`src/mecr_cfg.svh`:
```
// Purpose: constants of the master error code reporter
// Assumes: included by the package only
// Notes:   offsets are byte addresses on the register bus
`ifndef MECR_CFG_SVH
`define MECR_CFG_SVH
// ----------------------------------------
// register offsets
// ----------------------------------------
`define MECR_OFF_STATUS 8'h00
`define MECR_OFF_MASK   8'h04
`define MECR_OFF_CODE   8'h08
`define MECR_OFF_CTRL   8'h0C
`define MECR_OFF_ADDR   8'h10
// ----------------------------------------
// control register bits
// ----------------------------------------
`define MECR_CTRL_ERRACT 0
`define MECR_CTRL_AUTO   1
`define MECR_CTRL_LEAVE  2
`define MECR_CTRL_CCLR   3
`define MECR_CTRL_CLRST  4
`define MECR_CTRL_WIN    5
// ----------------------------------------
// reset values and the standby address limit
// ----------------------------------------
`define MECR_RST_MASK   18'h3FFFF
`define MECR_RST_SBY    7'h01
`define MECR_RST_CTL    7'h02
`define MECR_ADDR_MAX   7'h7D
// ----------------------------------------
// event bit positions
// ----------------------------------------
`define MECR_EV_F110 0
`define MECR_EV_F111 1
`define MECR_EV_F112 2
`define MECR_EV_F113 3
`define MECR_EV_F114 4
`define MECR_EV_F120 5
`define MECR_EV_F125 10
`define MECR_EV_FB00 12
`define MECR_EV_FB01 13
`define MECR_EV_F100 17
// indicator groups over the event bits
`define MECR_FAULT_GRP 18'h3F010
`define MECR_RSP_GRP   18'h00FE0
// ----------------------------------------
// pin positions in the synchronised vector
// ----------------------------------------
`define MECR_PIN_W    14
`define MECR_PIN_REQ  0
`define MECR_PIN_RD   1
`define MECR_PIN_WR   2
`define MECR_PIN_ABRT 3
`define MECR_PIN_DIAG 4
`define MECR_PIN_C2S  10
`define MECR_PIN_SBYD 12
`define MECR_PIN_MSTD 13
`endif

```
`src/mecr_pkg.sv`:
```
// Purpose: types of the master error code reporter
// Assumes: constants come from the cfg header
// Notes:   none
`include "mecr_cfg.svh"
package mecr_pkg;
   typedef logic [17:0] mecr_evt_t;   // one bit per error code
   typedef enum logic {MECR_IDLE = 1'b0, MECR_WIN = 1'b1} mecr_cons_e;
   // synchroniser stages
   typedef struct packed
   {
      logic [`MECR_PIN_W-1:0] s1;
      logic [`MECR_PIN_W-1:0] s2;
   } mecr_sync_s;
   // state of the reporter
   typedef struct packed
   {
      mecr_evt_t              status;
      mecr_evt_t              mask;
      logic [15:0]            code;
      logic                   err_act;
      logic                   auto_cons;
      logic                   clr_active;
      mecr_cons_e             cons;
      logic                   rd_seen;
      logic                   wr_seen;
      logic [6:0]             sby_addr;
      logic [6:0]             ctl_addr;
      logic [`MECR_PIN_W-1:0] pin_prev;
      logic [1:0]             cond_prev;
      logic [31:0]            prdata;
      logic                   pslverr;
   } mecr_state_s;
endpackage

```
`src/mecr_sync.sv`:
```
// Purpose: two-stage synchroniser for the pin inputs
// Assumes: pins are asynchronous to CLK
// Notes:   first stage feeds only the second
`timescale 1ns/1ps
`default_nettype none
module mecr_sync
   import mecr_pkg::*;
(
   input  wire logic                   clk,
   input  wire logic                   rst_n,
   input  wire logic [`MECR_PIN_W-1:0] din,
   output logic      [`MECR_PIN_W-1:0] dout
);
   mecr_sync_s q;       // registered stages
   mecr_sync_s next_q;  // next stages

   // shift the pins through two stages
   always_comb
   begin
      next_q    = q;
      next_q.s1 = din;
      next_q.s2 = q.s1;
   end

   // register the stages
   always_ff @(posedge clk or negedge rst_n)
   begin
      if (!rst_n)
         q <= '0;
      else
         q <= next_q;
   end

   assign dout = q.s2;
endmodule
`default_nettype wire

```
`src/mecr_code_sel.sv`:
```
// Purpose: pick the error code of a set of new events
// Assumes: events are one-cycle pulses
// Notes:   lowest event bit wins when several coincide
`timescale 1ns/1ps
`default_nettype none
module mecr_code_sel
   import mecr_pkg::*;
(
   input  wire mecr_evt_t evt,
   output logic [15:0]    code
);
   // code for each event bit
   localparam logic [15:0] TBL [0:17] = '{
      16'hF110, 16'hF111, 16'hF112, 16'hF113, 16'hF114, 16'hF120,
      16'hF121, 16'hF122, 16'hF123, 16'hF124, 16'hF125, 16'hF126,
      16'hFB00, 16'hFB01, 16'hFB02, 16'hFB03, 16'hFB04, 16'hF100};
   logic [15:0] chain [0:18];  // priority chain, high end empty

   assign chain[18] = 16'h0000;
   // one priority stage per event bit
   for (genvar i = 0; i < 18; i++)
   begin : g_sel
      assign chain[i] = evt[i] ? TBL[i] : chain[i+1];
   end
   assign code = chain[0];
endmodule
`default_nettype wire

```
`src/mecr_top.sv`:
```
// Purpose: error detection and code reporting of a fieldbus master
// Assumes: APB slave, 250 MHz CLK, pins asynchronous
// Notes:
// Functional notes
// unexecuted block read/write gives F110/F111/F112
// host runs block instructions only under request
// request during automatic consistency gives F113
// no instruction window while automatic consistency; the code keeps an already open window open when auto_cons is set
// aborted mode change gives F114, fault lit
// slave diagnostics give F120, response error lit
// duplicate station on line gives F121
// line or parameter errors give F122..F124
// clear request state gives F125
// clear request sent only if action enabled
// line or hardware error gives F126
// standby address out of range gives FB00
// control equals standby address gives FB01
// standby equals slave address gives FB02
// control to standby switch failure gives FB03
// standby to control switch failure gives FB04
// last code held until replaced or cleared
// slave duplicates master address gives F100
//
// The placing of the registers and the APB slave port were left to the implementer.
`timescale 1ns/1ps
`default_nettype none
module mecr_top
   import mecr_pkg::*;
(
   input  wire logic        CLK,
   input  wire logic        RST_N,
   input  wire logic        PSEL,
   input  wire logic        PENABLE,
   input  wire logic        PWRITE,
   input  wire logic [7:0]  PADDR,
   input  wire logic [31:0] PWDATA,
   output logic      [31:0] PRDATA,
   output logic             PREADY,
   output logic             PSLVERR,
   input  wire logic        CONSISTENCY_START_REQUEST,
   input  wire logic        CONSISTENT_BLOCK_READ_INSTR,
   input  wire logic        CONSISTENT_BLOCK_WRITE_INSTR,
   input  wire logic        MODE_CHANGE_ABORT,
   input  wire logic        SLAVE_DIAG,
   input  wire logic        DUP_STATION_ON_LINE,
   input  wire logic        LINE_ERROR,
   input  wire logic        SLAVE_INTERVAL_ERROR,
   input  wire logic        MASTER_PARAM_ERROR,
   input  wire logic        LINE_OR_HW_ERROR,
   input  wire logic        CTL_TO_SBY_FAIL,
   input  wire logic        SBY_TO_CTL_FAIL,
   input  wire logic        SBY_SLAVE_ADDR_DUP,
   input  wire logic        MASTER_SLAVE_ADDR_DUP,
   output logic             FAULT_INDICATOR,
   output logic             RESPONSE_ERROR_INDICATOR,
   output logic             CLEAR_REQUEST_TX,
   output logic             CONSISTENCY_ACTIVE,
   output logic      [15:0] ERROR_CODE,
   output logic             IRQ
);
   // ----------------------------------------
   // declarations
   // ----------------------------------------
   mecr_state_s            q;        // registered state
   mecr_state_s            next_q;   // next state
   logic [`MECR_PIN_W-1:0] pin;      // synchronised pins
   logic [`MECR_PIN_W-1:0] rise;     // pin rising edges
   logic [1:0]             cond;     // address checks
   mecr_evt_t              ev;       // new events this cycle
   logic [15:0]            sel_code; // code of the new events
   logic                   req_fall; // window closes
   logic                   rd_now;   // read seen incl. this cycle
   logic                   wr_now;   // write seen incl. this cycle
   logic                   wr_acc;   // write access phase
   logic                   setup;    // setup phase

   // ----------------------------------------
   // pin synchroniser and code selector
   // ----------------------------------------
   mecr_sync u_sync
   (
      .clk   (CLK),
      .rst_n (RST_N),
      .din   ({MASTER_SLAVE_ADDR_DUP, SBY_SLAVE_ADDR_DUP,
               SBY_TO_CTL_FAIL, CTL_TO_SBY_FAIL, LINE_OR_HW_ERROR,
               MASTER_PARAM_ERROR, SLAVE_INTERVAL_ERROR, LINE_ERROR,
               DUP_STATION_ON_LINE, SLAVE_DIAG, MODE_CHANGE_ABORT,
               CONSISTENT_BLOCK_WRITE_INSTR,
               CONSISTENT_BLOCK_READ_INSTR,
               CONSISTENCY_START_REQUEST}),
      .dout  (pin)
   );

   mecr_code_sel u_sel
   (
      .evt  (ev),
      .code (sel_code)
   );

   // ----------------------------------------
   // helper terms
   // ----------------------------------------
   assign rise     = pin & ~q.pin_prev;
   assign cond[0]  = q.sby_addr > `MECR_ADDR_MAX;
   assign cond[1]  = q.ctl_addr == q.sby_addr;
   assign req_fall = (q.cons == MECR_WIN) & ~pin[`MECR_PIN_REQ];
   assign rd_now   = q.rd_seen | pin[`MECR_PIN_RD];
   assign wr_now   = q.wr_seen | pin[`MECR_PIN_WR];
   assign wr_acc   = PSEL & PENABLE & PWRITE;
   assign setup    = PSEL & ~PENABLE;

   // ----------------------------------------
   // event detection
   // ----------------------------------------
   always_comb
   begin
      ev = '0;
      // end of consistency window with missing instructions
      ev[`MECR_EV_F110] = req_fall & ~rd_now & wr_now;
      ev[`MECR_EV_F111] = req_fall & rd_now & ~wr_now;
      ev[`MECR_EV_F112] = req_fall & ~rd_now & ~wr_now;
      // request while automatic consistency runs
      ev[`MECR_EV_F113] = rise[`MECR_PIN_REQ] & q.auto_cons;
      ev[`MECR_EV_F114] = rise[`MECR_PIN_ABRT];
      ev[`MECR_EV_F120] = rise[`MECR_PIN_DIAG];
      // F121 to F124 follow the pin order
      ev[9:6]           = rise[8:5];
      ev[11]            = rise[9];
      ev[`MECR_EV_FB00] = cond[0] & ~q.cond_prev[0];
      ev[`MECR_EV_FB01] = cond[1] & ~q.cond_prev[1];
      // FB03 and FB04 follow the pin order, FB02 comes from pin 12
      ev[16:14]         = {rise[11:10], rise[`MECR_PIN_SBYD]};
      ev[`MECR_EV_F100] = rise[`MECR_PIN_MSTD];
      // response error while action is enabled enters clear state
      if (q.err_act & ~q.clr_active & (|(ev & `MECR_RSP_GRP)))
      begin
         ev[`MECR_EV_F125] = 1'b1;
      end
   end

   // ----------------------------------------
   // next state
   // ----------------------------------------
   always_comb
   begin
      logic        leave;  // leave clear state pulse
      logic        cclr;   // clear error code pulse
      mecr_evt_t   w1c;    // status bits to clear
      leave       = 1'b0;
      cclr        = 1'b0;
      w1c         = '0;
      next_q      = q;
      next_q.pin_prev  = pin;
      next_q.cond_prev = cond;
      // consistency window
      case (q.cons)
         MECR_IDLE:
         begin
            // the instruction window never opens under auto refresh
            if (rise[`MECR_PIN_REQ] & ~q.auto_cons)
            begin
               next_q.cons    = MECR_WIN;
               next_q.rd_seen = 1'b0;
               next_q.wr_seen = 1'b0;
            end
         end
         MECR_WIN:
         begin
            // host runs block instructions here
            next_q.rd_seen = rd_now;
            next_q.wr_seen = wr_now;
            if (req_fall)
               next_q.cons = MECR_IDLE;
         end
         default:
            next_q.cons = MECR_IDLE;
      endcase
      // register writes take effect in the access phase
      if (wr_acc)
      begin
         case (PADDR)
            `MECR_OFF_STATUS:
               w1c = PWDATA[17:0];
            `MECR_OFF_MASK:
               next_q.mask = PWDATA[17:0];
            `MECR_OFF_CTRL:
            begin
               next_q.err_act   = PWDATA[`MECR_CTRL_ERRACT];
               next_q.auto_cons = PWDATA[`MECR_CTRL_AUTO];
               leave            = PWDATA[`MECR_CTRL_LEAVE];
               cclr             = PWDATA[`MECR_CTRL_CCLR];
            end
            `MECR_OFF_ADDR:
            begin
               next_q.sby_addr = PWDATA[6:0];
               next_q.ctl_addr = PWDATA[14:8];
            end
            default:
               w1c = '0;
         endcase
      end
      // sticky status, a new event wins over its clear
      next_q.status = (q.status & ~w1c) | ev;
      // last code held until replaced or cleared
      if (|ev)
         next_q.code = sel_code;
      else if (cclr)
         next_q.code = 16'h0000;
      // clear request transmission state
      if (leave | ~q.err_act)
         next_q.clr_active = 1'b0;
      if (ev[`MECR_EV_F125])
         next_q.clr_active = 1'b1;
      // read data captured in the setup phase
      next_q.pslverr = 1'b0;
      if (setup)
      begin
         case (PADDR)
            `MECR_OFF_STATUS:
               next_q.prdata = {14'h0000, q.status};
            `MECR_OFF_MASK:
               next_q.prdata = {14'h0000, q.mask};
            `MECR_OFF_CODE:
               next_q.prdata = {16'h0000, q.code};
            `MECR_OFF_CTRL:
               next_q.prdata = {26'h0000000, q.cons == MECR_WIN,
                                q.clr_active, 2'b00, q.auto_cons,
                                q.err_act};
            `MECR_OFF_ADDR:
               next_q.prdata = {17'h00000, q.ctl_addr, 1'b0,
                                q.sby_addr};
            default:
            begin
               next_q.prdata  = 32'h00000000;
               next_q.pslverr = 1'b1;
            end
         endcase
      end
   end

   // ----------------------------------------
   // state register
   // ----------------------------------------
   always_ff @(posedge CLK or negedge RST_N)
   begin
      if (!RST_N)
      begin
         q          <= '0;
         q.mask     <= `MECR_RST_MASK;
         q.sby_addr <= `MECR_RST_SBY;
         q.ctl_addr <= `MECR_RST_CTL;
      end
      else
         q <= next_q;
   end

   // ----------------------------------------
   // outputs
   // ----------------------------------------
   assign PRDATA  = q.prdata;
   assign PREADY  = PSEL & PENABLE;
   assign PSLVERR = PSEL & PENABLE & q.pslverr;
   assign FAULT_INDICATOR          = |(q.status & `MECR_FAULT_GRP);
   assign RESPONSE_ERROR_INDICATOR = |(q.status & `MECR_RSP_GRP);
   assign CLEAR_REQUEST_TX   = q.clr_active;
   assign CONSISTENCY_ACTIVE = q.cons == MECR_WIN;
   assign ERROR_CODE = q.code;
   assign IRQ        = |(q.status & q.mask);
endmodule
`default_nettype wire

```
`config.mk`:
```
export PLATFORM = sky130hd
export DESIGN_NAME = mecr_top
export DESIGN_NICKNAME = d
export VERILOG_FILES = /design/src/mecr_pkg.sv /design/src/mecr_sync.sv /design/src/mecr_code_sel.sv /design/src/mecr_top.sv
export VERILOG_INCLUDE_DIRS = /design/src
export SDC_FILE = /design/constraint.sdc
export NUM_CORES = 1
export LEC_CHECK = 0
export ABC_AREA = 1
export BUFFER_PORTS_ARGS = -buffer_cell sky130_fd_sc_hd__buf_4
export CAP_MARGIN = 5
export CORE_UTILIZATION = 59
export CTS_CLUSTER_SIZE = 40
export DETAILED_ROUTE_END_ITERATION = 16
export GPL_TIMING_DRIVEN = 0
export PLACE_DENSITY = 0.82
export SLEW_MARGIN = 20
export SYNTH_ARGS = -nofsm -noshare
export SYNTH_HDL_FRONTEND = slang
export SYNTH_SLANG_ARGS = --single-unit
```
`constraint.sdc`:
```
create_clock -name CLK -period 2.55 [get_ports CLK]
set_input_delay 0.51 -clock CLK [delete_from_list [all_inputs] [get_ports CLK]]
set_output_delay 0.51 -clock CLK [all_outputs]
set_load 0.005 [all_outputs]
```
==> results.py <==
metrics = {
    "run_status": {
        "status": "completed",
    },
    "timing": {
        "setup_tns_ns": 0,
        "fin_crit_ns": 2.37,
        "setup_viol": 0,
        "finalHoldViolCount": 0,
        "worst_pin_slew_ns": 0.579,
        "holdWs_ns": 0.0865,
        "rsz0062_at_grt": "no",
        "fmax_mhz": 422,
        "period_share_pct": 92.9,
        "maxSlewHeadroom_pct": 61.4,
        "skew_ns": 0.0107,
        "slew_violations": 0,
        "setup_ws_ns": 0.180,
    },
    "yosys": {
        "yosys_warnings": 0,
        "ys_seq_area_share_pct": 56.0,
        "synth_top_area_share_pct": 46.6,
        "synth-seq-cells": 124,
        "syn_avg_cell_area_sq_um": 8.99,
        "syn-cell-area_sq_um": 5590,
        "yosysTopAreaCell": "dfrtp_1",
        "syn_inst": 622,
        "synth_area_leaders": "dfrtp_1, nand2_1, dfstp_2",
        "synth_cell_types": 37,
    },
    "global_route": {
        "track_usage_pct": 32.5,
        "gr-total-overflow": 0,
        "antenna_found_initial": 0,
        "grt_pass1_vias": 4703,
        "grt_pass1_wl_um": 23700,
        "grt_max_degree": 82,
    },
    "final_layout": {
        "drive_above_1_share_pct": 28.5,
        "fillCellCount": 633,
        "ff_latch_area_sq_um": 3130,
        "multi_input_area_sq_um": 1790,
        "nets": 800,
        "antenna_cells": 0,
        "syn_to_final_growth_pct": 26.1,
    },
    "drt": {
        "routedWlPerCell_um": 17.3,
        "ant_nets": 0,
        "dr.first_iter.drc_count": 340,
        "num_vias": 4698,
        "wl_um": 15000,
        "firstDrtPassIters": 7,
        "via_per_inst": 5.43,
        "drc": 0,
    },
    "pwr": {
        "power_density_nw_per_um2": 706,
        "power_leakage_nw": 3.54,
        "ir_drop_uv": 675,
    },
    "critical_path": {
        "r2r_slack_ns": 0.59,
        "reg2reg_from": "u_sync.dout[7]",
        "timing.rr.end": "ERROR_CODE[0]",
        "path_max_fanout": 3,
        "r2r_cells": 14,
        "worstPathArrival_ns": 1.86,
        "cp_data_required_time_ns": 2.04,
        "critPathKind": "reg -> out",
        "start_kind": "register",
        "endpoint_kind": "primary output",
    },
    "hold_path": {
        "hp-start": "CONSISTENT_BLOCK_WRITE_INSTR",
        "hold_end": "u_sync.next_q[2]",
        "min_path_type": "in -> reg",
        "hold_depth": 1,
    },
    "placed_design": {
        "gp_congestion": 0.906,
        "pre_cts_slack_ns": 0.356,
        "dp_hpwl_um": 10500,
        "port_buffers": 81,
    },
    "floorplan": {
        "ioPinCount": 114,
        "die_y_um": 99.3,
        "fp.dieW_um": 99.3,
        "dieArea_sq_um": 9870,
        "core_region_area_sq_um": 9200,
        "rows": 35,
        "start_util_pct": 60.8,
    },
    "clock_network": {
        "clk_pin_slew_worst_paths_ns": 0.06,
        "h-tree-depth": 4,
        "clkLatencyLatePin_ns": 0.52,
        "cts_tree": "yes",
        "numCtsBuffers": 17,
        "cts_sinks": 124,
        "clockBufferDepth": 2,
        "post_cts_buffers": 0,
        "cts_root_buf": "clkbuf_8",
    },
    "job": {
        "max-cap-violations": 0,
    },
}
## metal layers
layer | vias to the layer above | track usage (%) | wire, um
met3 | 46 | 6.75 | 1050
met1 | 2244 | 41.8 | 6150
met2 | 238 | 53.7 | 7270
li1 | 2170 | - | -
met5 | - | 0 | 0
met4 | 0 | 14.5 | 488
## worst max-delay path, stage by stage (launching register included)
cell and delay [ns]:
dfrtp_1 0.37, inv_1 0.10, o22ai_1 0.10, a21oi_1 0.11
nand4_1 0.14, a211oi_2 0.24, nand3_1 0.12, buf_4 0.16
## state kept, by name (all words and copies together), names as in the netlist
signal and count:
CONSISTENCY_ACTIVE 1, PRDATA 18, ERROR_CODE 7, q 69, u_sync.dout 14, u_sync.next_q 14
CLEAR_REQUEST_TX 1
## kinds of logic after synthesis
family / Yosys count / synth area share (%)
compound gates: 110 / 11.6
buf+inv: 146 / 13.2
flops: 124 / 56.0
other cells: 1 / 0.0671
xor+xnor: 5 / 0.783
simple gates: 236 / 18.3
## per-stage QoR
step / cell area, sq um / cells / total power (W) / utilization, %
6_report: 7050 / 865 / 0.00497 / 76.7
5_1_grt: 7050 / 865 / 0.00512 / 76.7
4_1_cts: 7040 / 865 / 0.00499 / 76.6
3_5_place_dp: 6430 / 832 / 0.00253 / 69.9
3_3_place_gp: 6400 / 831 / 0.00251 / 69.6
2_1_floorplan: 5650 / 639 / 0.00232 / -
## cells in the mapped netlist
master	count
conb_1	1
dfrtp_1	104
buf_2	4
o22ai_2	2
a21oi_4	1
buf_4	50
nor2_8	1
nand2_1	163
nor2_4	3
xnor2_1	4
nor3_2	2
nand2_2	5
inv_1	81
a221oi_1	10
nand3_2	2
a21oi_1	6
nor2_2	1
o22ai_1	12
nand3_1	14
o31ai_1	1
inv_2	6
xor2_1	1
o21bai_1	1
nor2_1	27
o21ai_0	69
o21ai_2	1
or2_2	1
a211oi_1	3
o2111ai_1	1
nand4_1	7
clkbuf_1	5
dfstp_2	20
nor4_1	2
nor3_1	6
o21ai_1	3
nand2_4	1
or2_1	1
## area by class of cell
type	instances	share of cell area [%]
plain buffers	59	5.88
clock buffers	18	6.07
clock inverters	14	2.47
inverters	87	4.63
multi-input cells	369	25.4
flip-flops and latches	124	44.4
well taps	111	1.97
repair buffers	83	9.21
## timing repair
item,CTS,global route
resized for setup,0,1
hold endpoints to repair,35,0
hold buffers,1,0
endpoints found under the setup margin,0,1
## how the worst max path moves through the flow
stage	from	to	cells past startpoint
6_report	q[120]	IRQ	7
5_1_grt	q[120]	IRQ	7
4_1_cts	q[120]	IRQ	7
3_5_place_dp	PADDR[1]	q[62]	7
3_3_place_gp	PADDR[1]	q[54]	7
2_1_floorplan	PADDR[7]	ERROR_CODE[2]	7
## power by group
part	internal (W)	switching, W	total, W
sequential	0.00205	0.0000431	0.00209
clock	0.00146	0.000997	0.00246
combinational	0.000184	0.000242	0.000426
total	0.00369	0.00128	0.00497
## cell usage in the layout (no fill, tap or decap), drive strengths merged, types with 8 or more instances in the layout
cell type    n
clkbuf      23
dfrtp      104
nand2      169
dfstp       20
inv         96
nor3         8
o22ai       14
buf        136
a221oi      10
conb        18
o21ai       73
nor2        32
nand3       16
Power figures use the tool's default switching activity.
